### config.mk
export PLATFORM = sky130hd
export DESIGN_NAME = nvmacc_top
export DESIGN_NICKNAME = d
export VERILOG_FILES = /design/src/nvmacc_pkg.sv /design/src/nvmacc_top.sv
export VERILOG_INCLUDE_DIRS = /design/src
export SDC_FILE = /design/constraint.sdc
export NUM_CORES = 2
export LEC_CHECK = 0
export BUFFER_PORTS_ARGS = -buffer_cell sky130_fd_sc_hd__buf_2
export CORE_MARGIN = 5
export CORE_UTILIZATION = 50
export CTS_BUF_LIST = sky130_fd_sc_hd__clkbuf_8
export CTS_CLUSTER_SIZE = 25
export DETAILED_ROUTE_END_ITERATION = 10
export MAX_ROUTING_LAYER = met4
export PLACE_DENSITY = 0.73
export SYNTH_ARGS = -nofsm -noshare
export SYNTH_HDL_FRONTEND = slang
export SYNTH_SLANG_ARGS = --single-unit
### constraint.sdc
create_clock -name clk -period 4.3 [get_ports clk]
set_input_delay 0.215 -clock clk [delete_from_list [all_inputs] [get_ports clk]]
set_output_delay 0.215 -clock clk [all_outputs]
set_load 0.1 [all_outputs]
### src/nvmacc_consts.svh
// Offsets, field positions, reset values and timing counts of the data store access unit
`ifndef NVMACC_CONSTS_SVH
`define NVMACC_CONSTS_SVH
`define NVMACC_DEPTH              128
`define NVMACC_SECTOR0            1'h0
`define NVMACC_CTRL_SECTOR        8'h01
`define NVMACC_CTRL_OFFSET        8'h40
`define NVMACC_INDEX_RESET        7'h00
`define NVMACC_BYTE_RESET         8'h00
`define NVMACC_CTRL_RESET         8'h00
`define NVMACC_BIT_RD             0
`define NVMACC_BIT_READ_PERMIT    1
`define NVMACC_BIT_WR             2
`define NVMACC_BIT_WRITE_PERMIT   3
`define NVMACC_BIT_MODE           4
`define NVMACC_BIT_ERASE_START    5
`define NVMACC_BIT_ERASE_PERMIT   6
`define NVMACC_BIT_TIME_SELECT    7
`define NVMACC_CLK_NS             20
`define NVMACC_WR_NS              2200000
`define NVMACC_WR_LONG_NS         3700000
`define NVMACC_ERASE_NS           3200000
`define NVMACC_ERASE_LONG_NS      5700000
`define NVMACC_WR_CYC             ((`NVMACC_WR_NS + `NVMACC_CLK_NS - 1) / `NVMACC_CLK_NS)
`define NVMACC_WR_LONG_CYC        ((`NVMACC_WR_LONG_NS + `NVMACC_CLK_NS - 1) / `NVMACC_CLK_NS)
`define NVMACC_ERASE_CYC          ((`NVMACC_ERASE_NS + `NVMACC_CLK_NS - 1) / `NVMACC_CLK_NS)
`define NVMACC_ERASE_LONG_CYC     ((`NVMACC_ERASE_LONG_NS + `NVMACC_CLK_NS - 1) / `NVMACC_CLK_NS)
`define NVMACC_PAGE_BYTES         16
`endif

### src/nvmacc_pkg.sv
// Types of the data store access unit
package nvmacc_pkg;
  typedef enum logic [1:0] {
    NVMACC_IDLE  = 2'b00,
    NVMACC_READ  = 2'b01,
    NVMACC_WRITE = 2'b10,
    NVMACC_ERASE = 2'b11
  } nvmacc_state_t;
endpackage

### src/nvmacc_top.sv
// Register access unit for the 128 x 8 non-volatile data store
`timescale 1ns/1ps
`include "nvmacc_consts.svh"
// Notes on behaviour
// Store holds 128 bytes, kept without power
// Store not in normal memory map
// Byte access; index, data sector 0, control 1
// Index and data registers directly read/write
// Control at sector 1, 40H, indirect only
// Software sets pointer 40H / 01H first
// Index bits 6..0 read/write, reset zero
// Index bit 7 reads zero
// Data register holds eight read/write bits
// Software never raises two start/enables together
// Software waits for erase/write completion
// Erase has byte and page mode
// Other pointers or direct access miss control
module nvmacc_top #(
  parameter int WR_CYCLES         = `NVMACC_WR_CYC,
  parameter int WR_LONG_CYCLES    = `NVMACC_WR_LONG_CYC,
  parameter int ERASE_CYCLES      = `NVMACC_ERASE_CYC,
  parameter int ERASE_LONG_CYCLES = `NVMACC_ERASE_LONG_CYC,
  parameter int PAGE_BYTES        = `NVMACC_PAGE_BYTES
) (
  // Clock and reset
  input  wire logic       clk,
  input  wire logic       rst,
  // Direct special register port, sector 0
  input  wire logic       dir_wr,
  input  wire logic       dir_sel_data,
  input  wire logic [7:0] dir_wdata,
  // Indirect port through a pointer pair
  input  wire logic       ind_wr,
  input  wire logic       ind_rd,
  input  wire logic [7:0] ind_ptr_low,
  input  wire logic [7:0] ind_ptr_high,
  input  wire logic [7:0] ind_wdata,
  // Register views
  output logic [7:0]      nvm_location_index,
  output logic [7:0]      nvm_byte_value,
  output logic [7:0]      nvm_control,
  output logic [7:0]      ind_rdata,
  output logic            busy
);
  logic [7:0]                 store [0:`NVMACC_DEPTH-1];
  logic [6:0]                 location_index_bits;
  logic [7:0]                 byte_value_bits;
  logic [7:0]                 ctrl;
  nvmacc_pkg::nvmacc_state_t  state;
  logic [31:0]                count;
  logic                       ctrl_hit;
  logic [6:0]                 page_base;

  function automatic logic [6:0] page_of(input logic [6:0] idx);
    page_of = idx & ~7'(PAGE_BYTES - 1);
  endfunction

  assign ctrl_hit  = (ind_ptr_high == `NVMACC_CTRL_SECTOR)
                  && (ind_ptr_low == `NVMACC_CTRL_OFFSET);
  assign page_base = page_of(location_index_bits);

  // Index register
  always_ff @(posedge clk or posedge rst) begin
    if (rst) begin
      location_index_bits <= `NVMACC_INDEX_RESET;
    end else if (dir_wr && !dir_sel_data) begin
      location_index_bits <= dir_wdata[6:0];
    end
  end

  // Control register, indirect only; hardware clears start bits at cycle end
  always_ff @(posedge clk or posedge rst) begin
    if (rst) begin
      ctrl <= `NVMACC_CTRL_RESET;
    end else if (state != nvmacc_pkg::NVMACC_IDLE && count == 32'h0) begin
      ctrl[`NVMACC_BIT_RD] <= 1'b0;
      ctrl[`NVMACC_BIT_WR] <= 1'b0;
      ctrl[`NVMACC_BIT_ERASE_START] <= 1'b0;
    end else if (ind_wr && ctrl_hit && state == nvmacc_pkg::NVMACC_IDLE) begin
      ctrl <= ind_wdata;
      ctrl[`NVMACC_BIT_RD] <= ind_wdata[`NVMACC_BIT_RD] & ctrl[`NVMACC_BIT_READ_PERMIT];
      ctrl[`NVMACC_BIT_WR] <= ind_wdata[`NVMACC_BIT_WR] & ctrl[`NVMACC_BIT_WRITE_PERMIT];
      ctrl[`NVMACC_BIT_ERASE_START] <= ind_wdata[`NVMACC_BIT_ERASE_START]
                                     & ctrl[`NVMACC_BIT_ERASE_PERMIT];
    end
  end

  // Cycle sequencer
  always_ff @(posedge clk or posedge rst) begin
    if (rst) begin
      state <= nvmacc_pkg::NVMACC_IDLE;
      count <= 32'h0;
    end else begin
      unique case (state)
        nvmacc_pkg::NVMACC_IDLE: begin
          if (ctrl[`NVMACC_BIT_RD]) begin
            state <= nvmacc_pkg::NVMACC_READ;
            count <= 32'h0;
          end else if (ctrl[`NVMACC_BIT_WR]) begin
            state <= nvmacc_pkg::NVMACC_WRITE;
            count <= 32'(ctrl[`NVMACC_BIT_TIME_SELECT] ? WR_LONG_CYCLES - 1 : WR_CYCLES - 1);
          end else if (ctrl[`NVMACC_BIT_ERASE_START]) begin
            state <= nvmacc_pkg::NVMACC_ERASE;
            count <= 32'(ctrl[`NVMACC_BIT_TIME_SELECT] ? ERASE_LONG_CYCLES - 1
                                                         : ERASE_CYCLES - 1);
          end
        end
        nvmacc_pkg::NVMACC_READ,
        nvmacc_pkg::NVMACC_WRITE,
        nvmacc_pkg::NVMACC_ERASE: begin
          if (count == 32'h0) begin
            state <= nvmacc_pkg::NVMACC_IDLE;
          end else begin
            count <= count - 32'h1;
          end
        end
      endcase
    end
  end

  // Data register: software writes, read cycle loads store byte
  always_ff @(posedge clk or posedge rst) begin
    if (rst) begin
      byte_value_bits <= `NVMACC_BYTE_RESET;
    end else if (state == nvmacc_pkg::NVMACC_READ) begin
      byte_value_bits <= store[location_index_bits];
    end else if (dir_wr && dir_sel_data) begin
      byte_value_bits <= dir_wdata;
    end
  end

  // Store array, reached only through the access registers
  always_ff @(posedge clk) begin
    if (state == nvmacc_pkg::NVMACC_WRITE && count == 32'h0) begin
      store[location_index_bits] <= byte_value_bits;
    end else if (state == nvmacc_pkg::NVMACC_ERASE && count == 32'h0) begin
      for (int i = 0; i < `NVMACC_DEPTH; i++) begin
        if (!ctrl[`NVMACC_BIT_MODE] ? (7'(i) == location_index_bits)
            : (page_of(7'(i)) == page_base)) begin
          store[i] <= 8'hff;
        end
      end
    end
  end

  // Register views
  always_ff @(posedge clk or posedge rst) begin
    if (rst) begin
      nvm_location_index <= 8'h00;
      nvm_byte_value     <= 8'h00;
      nvm_control        <= 8'h00;
      ind_rdata          <= 8'h00;
      busy               <= 1'b0;
    end else begin
      nvm_location_index <= {1'b0, location_index_bits};
      nvm_byte_value     <= byte_value_bits;
      nvm_control        <= ctrl;
      ind_rdata          <= (ind_rd && ctrl_hit) ? ctrl : 8'h00;
      busy               <= (state != nvmacc_pkg::NVMACC_IDLE);
    end
  end

  property p_index_msb;
    @(posedge clk) disable iff (rst) nvm_location_index[7] == 1'b0;
  endproperty
  a_index_msb: assert property (p_index_msb) else $error("index bit 7 set");

  property p_index_write;
    @(posedge clk) disable iff (rst)
      (dir_wr && !dir_sel_data) |-> ##2 nvm_location_index[6:0] == $past(dir_wdata[6:0], 2);
  endproperty
  a_index_write: assert property (p_index_write) else $error("index write lost");

  property p_ctrl_miss;
    @(posedge clk) disable iff (rst)
      (!ctrl_hit && state == nvmacc_pkg::NVMACC_IDLE && !ctrl[`NVMACC_BIT_RD]
       && !ctrl[`NVMACC_BIT_WR] && !ctrl[`NVMACC_BIT_ERASE_START]) |=> $stable(ctrl);
  endproperty
  a_ctrl_miss: assert property (p_ctrl_miss) else $error("control changed by miss");

  property p_ctrl_hit;
    @(posedge clk) disable iff (rst)
      (ind_wr && ctrl_hit && state == nvmacc_pkg::NVMACC_IDLE)
      |=> ctrl[`NVMACC_BIT_MODE] == $past(ind_wdata[`NVMACC_BIT_MODE]);
  endproperty
  a_ctrl_hit: assert property (p_ctrl_hit) else $error("control write lost");

  property p_read_loads;
    @(posedge clk) disable iff (rst)
      state == nvmacc_pkg::NVMACC_READ |=> byte_value_bits == $past(store[location_index_bits]);
  endproperty
  a_read_loads: assert property (p_read_loads) else $error("read byte wrong");

  property p_data_write;
    @(posedge clk) disable iff (rst)
      (dir_wr && dir_sel_data && state != nvmacc_pkg::NVMACC_READ)
      |=> byte_value_bits == $past(dir_wdata);
  endproperty
  a_data_write: assert property (p_data_write) else $error("data write lost");

  property p_read_clears;
    @(posedge clk) disable iff (rst)
      state == nvmacc_pkg::NVMACC_READ |=> !ctrl[`NVMACC_BIT_RD] ##1 state == nvmacc_pkg::NVMACC_IDLE;
  endproperty
  a_read_clears: assert property (p_read_clears) else $error("read start not cleared");

  property p_ind_read;
    @(posedge clk) disable iff (rst)
      (ind_rd && !ctrl_hit) |=> ind_rdata == 8'h00;
  endproperty
  a_ind_read: assert property (p_ind_read) else $error("control read on miss");

  property p_ind_hit_read;
    @(posedge clk) disable iff (rst)
      (ind_rd && ctrl_hit) |=> ind_rdata == $past(ctrl);
  endproperty
  a_ind_hit_read: assert property (p_ind_hit_read) else $error("control read wrong");

  property p_write_commit;
    @(posedge clk) disable iff (rst)
      (state == nvmacc_pkg::NVMACC_WRITE && count == 32'h0)
      |=> store[$past(location_index_bits)] == $past(byte_value_bits);
  endproperty
  a_write_commit: assert property (p_write_commit) else $error("store not written");

  property p_page_erase;
    @(posedge clk) disable iff (rst)
      (state == nvmacc_pkg::NVMACC_ERASE && count == 32'h0 && ctrl[`NVMACC_BIT_MODE])
      |=> store[$past(page_base)] == 8'hff
          && store[$past(page_base) | 7'(PAGE_BYTES - 1)] == 8'hff;
  endproperty
  a_page_erase: assert property (p_page_erase) else $error("page not erased");
endmodule

==> metrics.json <==
{
  "fp.dieArea": {"value": 102000, "unit": "sq um"},
  "finalWorstPathRequiredPeriod": {"value": 3.95, "unit": "ns"},
  "drtIter0Drc": {"value": 7282},
  "sum_of_negative_setup_slack": {"value": 0, "unit": "ns"},
  "yosys.cell_types.count": {"value": 69},
  "seq_total_area_yosys": {"value": 0.476},
  "final.setup_skew": {"value": 0.0517, "unit": "ns"},
  "end_kind": {"value": "register"},
  "starting_utilization_of_the_core_area": {"value": 0.504},
  "dpl.hpwl": {"value": 134000, "unit": "um"},
  "detail_route.wirelength": {"value": 196000, "unit": "um"},
  "port_buffers": {"value": 69},
  "final_core_util": {"value": 0.568},
  "asyncSetResetFlopFracSynth": {"value": 0.0800},
  "worst_setup_hold_path_clk_slew": {"value": 0.06, "unit": "ns"},
  "synth_fp_nets": {"value": 4973},
  "io_pins": {"value": 71},
  "timing.critical_path.cells": {"value": "nor3_1, nand4_1, or3_2, buf_4, nor3_4, buf_4, nand2_1, o211ai_1"},
  "power.clock.fraction": {"value": 0.410},
  "power.share.sequential": {"value": 0.481},
  "worstMarginPinSlew": {"value": 1.45, "unit": "ns"},
  "postSynthAreaPerCell": {"value": 9.69, "unit": "sq um"},
  "synth-edff-count": {"value": 0},
  "fmaxAchievable": {"value": 253, "unit": "MHz"},
  "clock_path_buffers": {"value": 3},
  "internal_power": {"value": 15.7, "unit": "mW"},
  "most_frequent_cp_cell": {"value": "sky130_fd_sc_hd__buf_4"},
  "switching_share": {"value": 0.286},
  "critical-path-top-delay-family": {"value": "simple AND/OR/NAND/NOR gates"},
  "critical_path.max_stage_delay": {"value": 0.92, "unit": "ns"},
  "run_status": {"value": "finished clean"},
  "std_cell_rows": {"value": 113},
  "clock_latency_of_the_later_clocked_register_in_the_worst_skew_pair": {"value": 0.91, "unit": "ns"},
  "antenna_left": {"value": 0},
  "multi_input_comb_area": {"value": 23900, "unit": "sq um"},
  "setup.worst_path.class": {"value": "register to register"},
  "layout_worst_path_cycle_share": {"value": 0.919},
  "cts.htree.levels": {"value": 4},
  "grt_pass1_vias": {"value": 40300},
  "max_slew_margin": {"value": 0.0338},
  "wp_depth": {"value": 8},
  "routed_wirelength_normalized_by_instance_count": {"value": 30.1, "unit": "um"},
  "worstSetupStartpoint": {"value": "count[6]"},
  "final_setup_vio_count": {"value": 0},
  "quantity_of_gates_resized_following_cts": {"value": 0},
  "proportion_of_layout_cells_with_a_drive_suffix_above_1": {"value": 0.157},
  "area_of_the_mapped_netlist": {"value": 47800, "unit": "sq um"},
  "cp-endpoint": {"value": "store[76][2]"},
  "grt-ovfl-total": {"value": 0},
  "critical_path.slowest_cell": {"value": "sky130_fd_sc_hd__or3_2"},
  "reg2reg_setup_slack": {"value": 0.35, "unit": "ns"},
  "gp_congestion": {"value": 1.11},
  "sequential_cell_area": {"value": 22700, "unit": "sq um"},
  "floorplan.die.width": {"value": 319, "unit": "um"},
  "finish.net_count": {"value": 5145},
  "setup.worst_path.start_class": {"value": "register"},
  "ir_drop": {"value": 228, "unit": "uV"},
  "crit_fanout": {"value": 13},
  "fillers": {"value": 8243},
  "wire_length_of_the_first_global_routing_pass": {"value": 279000, "unit": "um"},
  "tritoncts": {"value": "yes"},
  "drv_cap": {"value": 0},
  "ys_seq_elements": {"value": 1113},
  "antenna_found_initial": {"value": 2},
  "synth_cells": {"value": 4928},
  "worst_r2r_endpoint": {"value": "store[76][2]"},
  "static-leakage-power": {"value": 19.9, "unit": "nW"},
  "cts.sinks": {"value": 1113},
  "grt_start_max_net_pins": {"value": 67},
  "die_y": {"value": 319, "unit": "um"},
  "rsz0062_at_grt": {"value": "false"},
  "timing.hold.ws": {"value": 0.0475, "unit": "ns"},
  "drc": {"value": 0},
  "synth-main-ff-cell": {"value": "sky130_fd_sc_hd__dfxtp_1"},
  "power.net_switching": {"value": 6.28, "unit": "mW"},
  "worst_r2r_path_depth": {"value": 8},
  "dr.pass1.iters": {"value": 8},
  "timing.hold.worst.class": {"value": "input port to register"},
  "post_drt_via_cell_ratio": {"value": 6.77},
  "maxSlewViolCount": {"value": 0},
  "crit_required": {"value": 5.09, "unit": "ns"},
  "r2r-start": {"value": "count[6]"},
  "yosysWarnings": {"value": 0},
  "groute.usage.overall": {"value": 0.379},
  "pwr_density_cell": {"value": 408, "unit": "nW/um^2"},
  "core": {"value": 94900, "unit": "sq um"},
  "crit_arrival": {"value": 4.74, "unit": "ns"},
  "combPwrFrac": {"value": 0.109},
  "numCtsBuffers": {"value": 178},
  "report.final.hold_viol_count": {"value": 0},
  "areaGrowthSynthToFinish": {"value": 12.8, "unit": "%"},
  "crit_buf_inv": {"value": 2},
  "via_count": {"value": 44000},
  "cts_root_buf": {"value": "sky130_fd_sc_hd__clkbuf_8"}
}
## placed cells by master (no fill, tap or decap), drive strengths merged, types with 4 or more instances in the layout
| master | netlist | routed |
|---|---|---|
| nand2 | 1564 | 1564 |
| dfxtp | 1024 | 1024 |
| o211ai | 935 | 935 |
| buf | 120 | 235 |
| clkbuf | 161 | 217 |
| mux2i | 202 | 202 |
| mux4 | 197 | 197 |
| nand3 | 160 | 160 |
| dfrtp | 89 | 89 |
| inv | 12 | 83 |
| a22oi | 67 | 67 |
| nor2 | 66 | 66 |
| dlygate4sd3 | 0 | 38 |
| nor3 | 38 | 38 |
| a21oi | 36 | 36 |
| o21ai | 25 | 25 |
| nor4 | 25 | 25 |
| clkinv | 1 | 23 |
| nor2b | 16 | 16 |
| a21o | 15 | 15 |
| a211oi | 14 | 14 |
| a221oi | 13 | 13 |
| mux2 | 13 | 13 |
| or3 | 13 | 13 |
| and2 | 12 | 12 |
| o22ai | 12 | 12 |
| nand4 | 11 | 11 |
| xnor2 | 11 | 11 |
| nand2b | 9 | 9 |
| a31oi | 7 | 7 |
| ha | 7 | 7 |
| o311ai | 6 | 6 |
| a311oi | 5 | 5 |
| or2 | 4 | 4 |
| a32oi | 4 | 4 |
| a31o | 4 | 4 |
| nor4b | 4 | 4 |
## how the worst min path moves through the flow
stage,from,depth (start not counted),slack (ns),to
4_1_cts,ind_wr,3,0.03,ctrl[3]
3_5_place_dp,rst,2,0.24,nvm_control[4]
2_1_floorplan,dir_wdata[5],2,0.33,location_index_bits[5]
3_3_place_gp,rst,2,0.25,nvm_control[4]
6_report,ind_wr,3,0.05,ctrl[3]
5_1_grt,ind_wr,3,0.04,ctrl[3]
## power by group through the flow
| stage | sequential [mW] | clock [mW] | combinational, mW |
|---|---|---|---|
| after floorplan | 10.8 | 0 | 1.42 |
| after global placement | 10.8 | 0 | 2.25 |
| after detailed placement | 10.8 | 0 | 2.26 |
| after CTS | 10.5 | 8.97 | 2.29 |
| after global routing | 10.6 | 9.48 | 2.42 |
| final | 10.6 | 9.00 | 2.40 |
## worst register-to-register path, cell delays in order (launching register included)
cell and delay (ns):
sky130_fd_sc_hd__dfrtp_1 0.44, sky130_fd_sc_hd__nor3_1 0.56, sky130_fd_sc_hd__nand4_1 0.56, sky130_fd_sc_hd__or3_2 0.93, sky130_fd_sc_hd__buf_4 0.32, sky130_fd_sc_hd__nor3_4 0.22
sky130_fd_sc_hd__buf_4 0.32, sky130_fd_sc_hd__nand2_1 0.28, sky130_fd_sc_hd__o211ai_1 0.23
## stage by stage
stage | setup WS, ns | total power [mW] | instance area [sq um] | instances
floorplan | 1.29 | 12.2 | 47800 | 4928
global placement | 0.575 | 13.0 | 50000 | 6147
detailed placement | 0.527 | 13.0 | 50000 | 6147
CTS | 0.501 | 21.8 | 53900 | 6499
global route | 0.191 | 22.4 | 53900 | 6501
finish | 0.350 | 22.0 | 53900 | 6501
## repair_timing
action | in CTS | in global routing
buffers inserted | 0 | 0
setup endpoints to repair | 0 | 0
hold buffers | 38 | 0
endpoints found under the hold margin | 120 | 0
## sequential cells by signal (all words and copies together), names as in the netlist
name	cells
nvm_control	8
count	32
byte_value_bits	8
nvm_byte_value	8
location_index_bits	7
ind_rdata	8
busy	1
ctrl	8
state	2
nvm_location_index	7
store	1024
## layout make-up
class,count,area share
antenna,2,0.0000929
clock buffer,217,0.0554
clock inverter,97,0.00894
inverter,13,0.000952
multi-input combinational,3521,0.443
sequential,1113,0.422
tap,1265,0.0294
timing repair buffer,273,0.0398
## Yosys cell counts, types with 9 or more instances
library cell,instances,area share
sky130_fd_sc_hd__nand2_1,1506,0.12
sky130_fd_sc_hd__dfxtp_1,1024,0.43
sky130_fd_sc_hd__o211ai_1,919,0.14
sky130_fd_sc_hd__mux2i_1,202,0.042
sky130_fd_sc_hd__mux4_2,197,0.093
sky130_fd_sc_hd__clkbuf_1,161,0.013
sky130_fd_sc_hd__nand3_1,160,0.017
sky130_fd_sc_hd__dfrtp_1,89,0.047
sky130_fd_sc_hd__buf_2,76,0.0080
sky130_fd_sc_hd__a22oi_1,67,0.011
sky130_fd_sc_hd__nor2_1,65,0.0051
sky130_fd_sc_hd__a21oi_1,36,0.0038
sky130_fd_sc_hd__buf_1,32,0.0025
sky130_fd_sc_hd__nand2_4,30,0.0071
sky130_fd_sc_hd__nand2_2,28,0.0037
sky130_fd_sc_hd__o21ai_0,25,0.0026
sky130_fd_sc_hd__nor3_1,24,0.0025
sky130_fd_sc_hd__nor4_1,19,0.0025
sky130_fd_sc_hd__nor2b_1,16,0.0021
sky130_fd_sc_hd__o211ai_2,16,0.0042
sky130_fd_sc_hd__a21o_1,15,0.0024
sky130_fd_sc_hd__a211oi_1,14,0.0022
sky130_fd_sc_hd__a221oi_1,13,0.0024
sky130_fd_sc_hd__mux2_2,13,0.0031
sky130_fd_sc_hd__or3_1,13,0.0017
sky130_fd_sc_hd__and2_1,12,0.0016
sky130_fd_sc_hd__inv_1,12,0.00094
sky130_fd_sc_hd__o22ai_1,12,0.0016
sky130_fd_sc_hd__nand4_1,11,0.0014
sky130_fd_sc_hd__xnor2_1,11,0.0020
sky130_fd_sc_hd__nand2b_1,9,0.0012
## layer usage
metal	part of all wire	track usage	vias up
li1	-	-	18600
met1	0.37	0.491	21300
met2	0.40	0.507	3446
met3	0.15	0.145	738
met4	0.069	0.212	0
met5	0	-	-
## cells by family (layout without fill, tap and decap cells)
| kind of cell | after synthesis | count (layout) | share of synthesized area |
|---|---|---|---|
| XOR/XNOR | 11 | 11 | 0.00202 |
| adder cells (fa/ha/maj) | 7 | 7 | 0.00183 |
| flip-flops | 1113 | 1113 | 0.476 |
| buffers and inverters | 294 | 600 | 0.0276 |
| other | 1 | 3 | 0.0000785 |
| multiplexers | 412 | 412 | 0.138 |
| AND/OR/NAND/NOR | 1929 | 1929 | 0.173 |
| AO/OA/AOI/OAI | 1161 | 1161 | 0.182 |
Power figures use the tool's default switching activity.
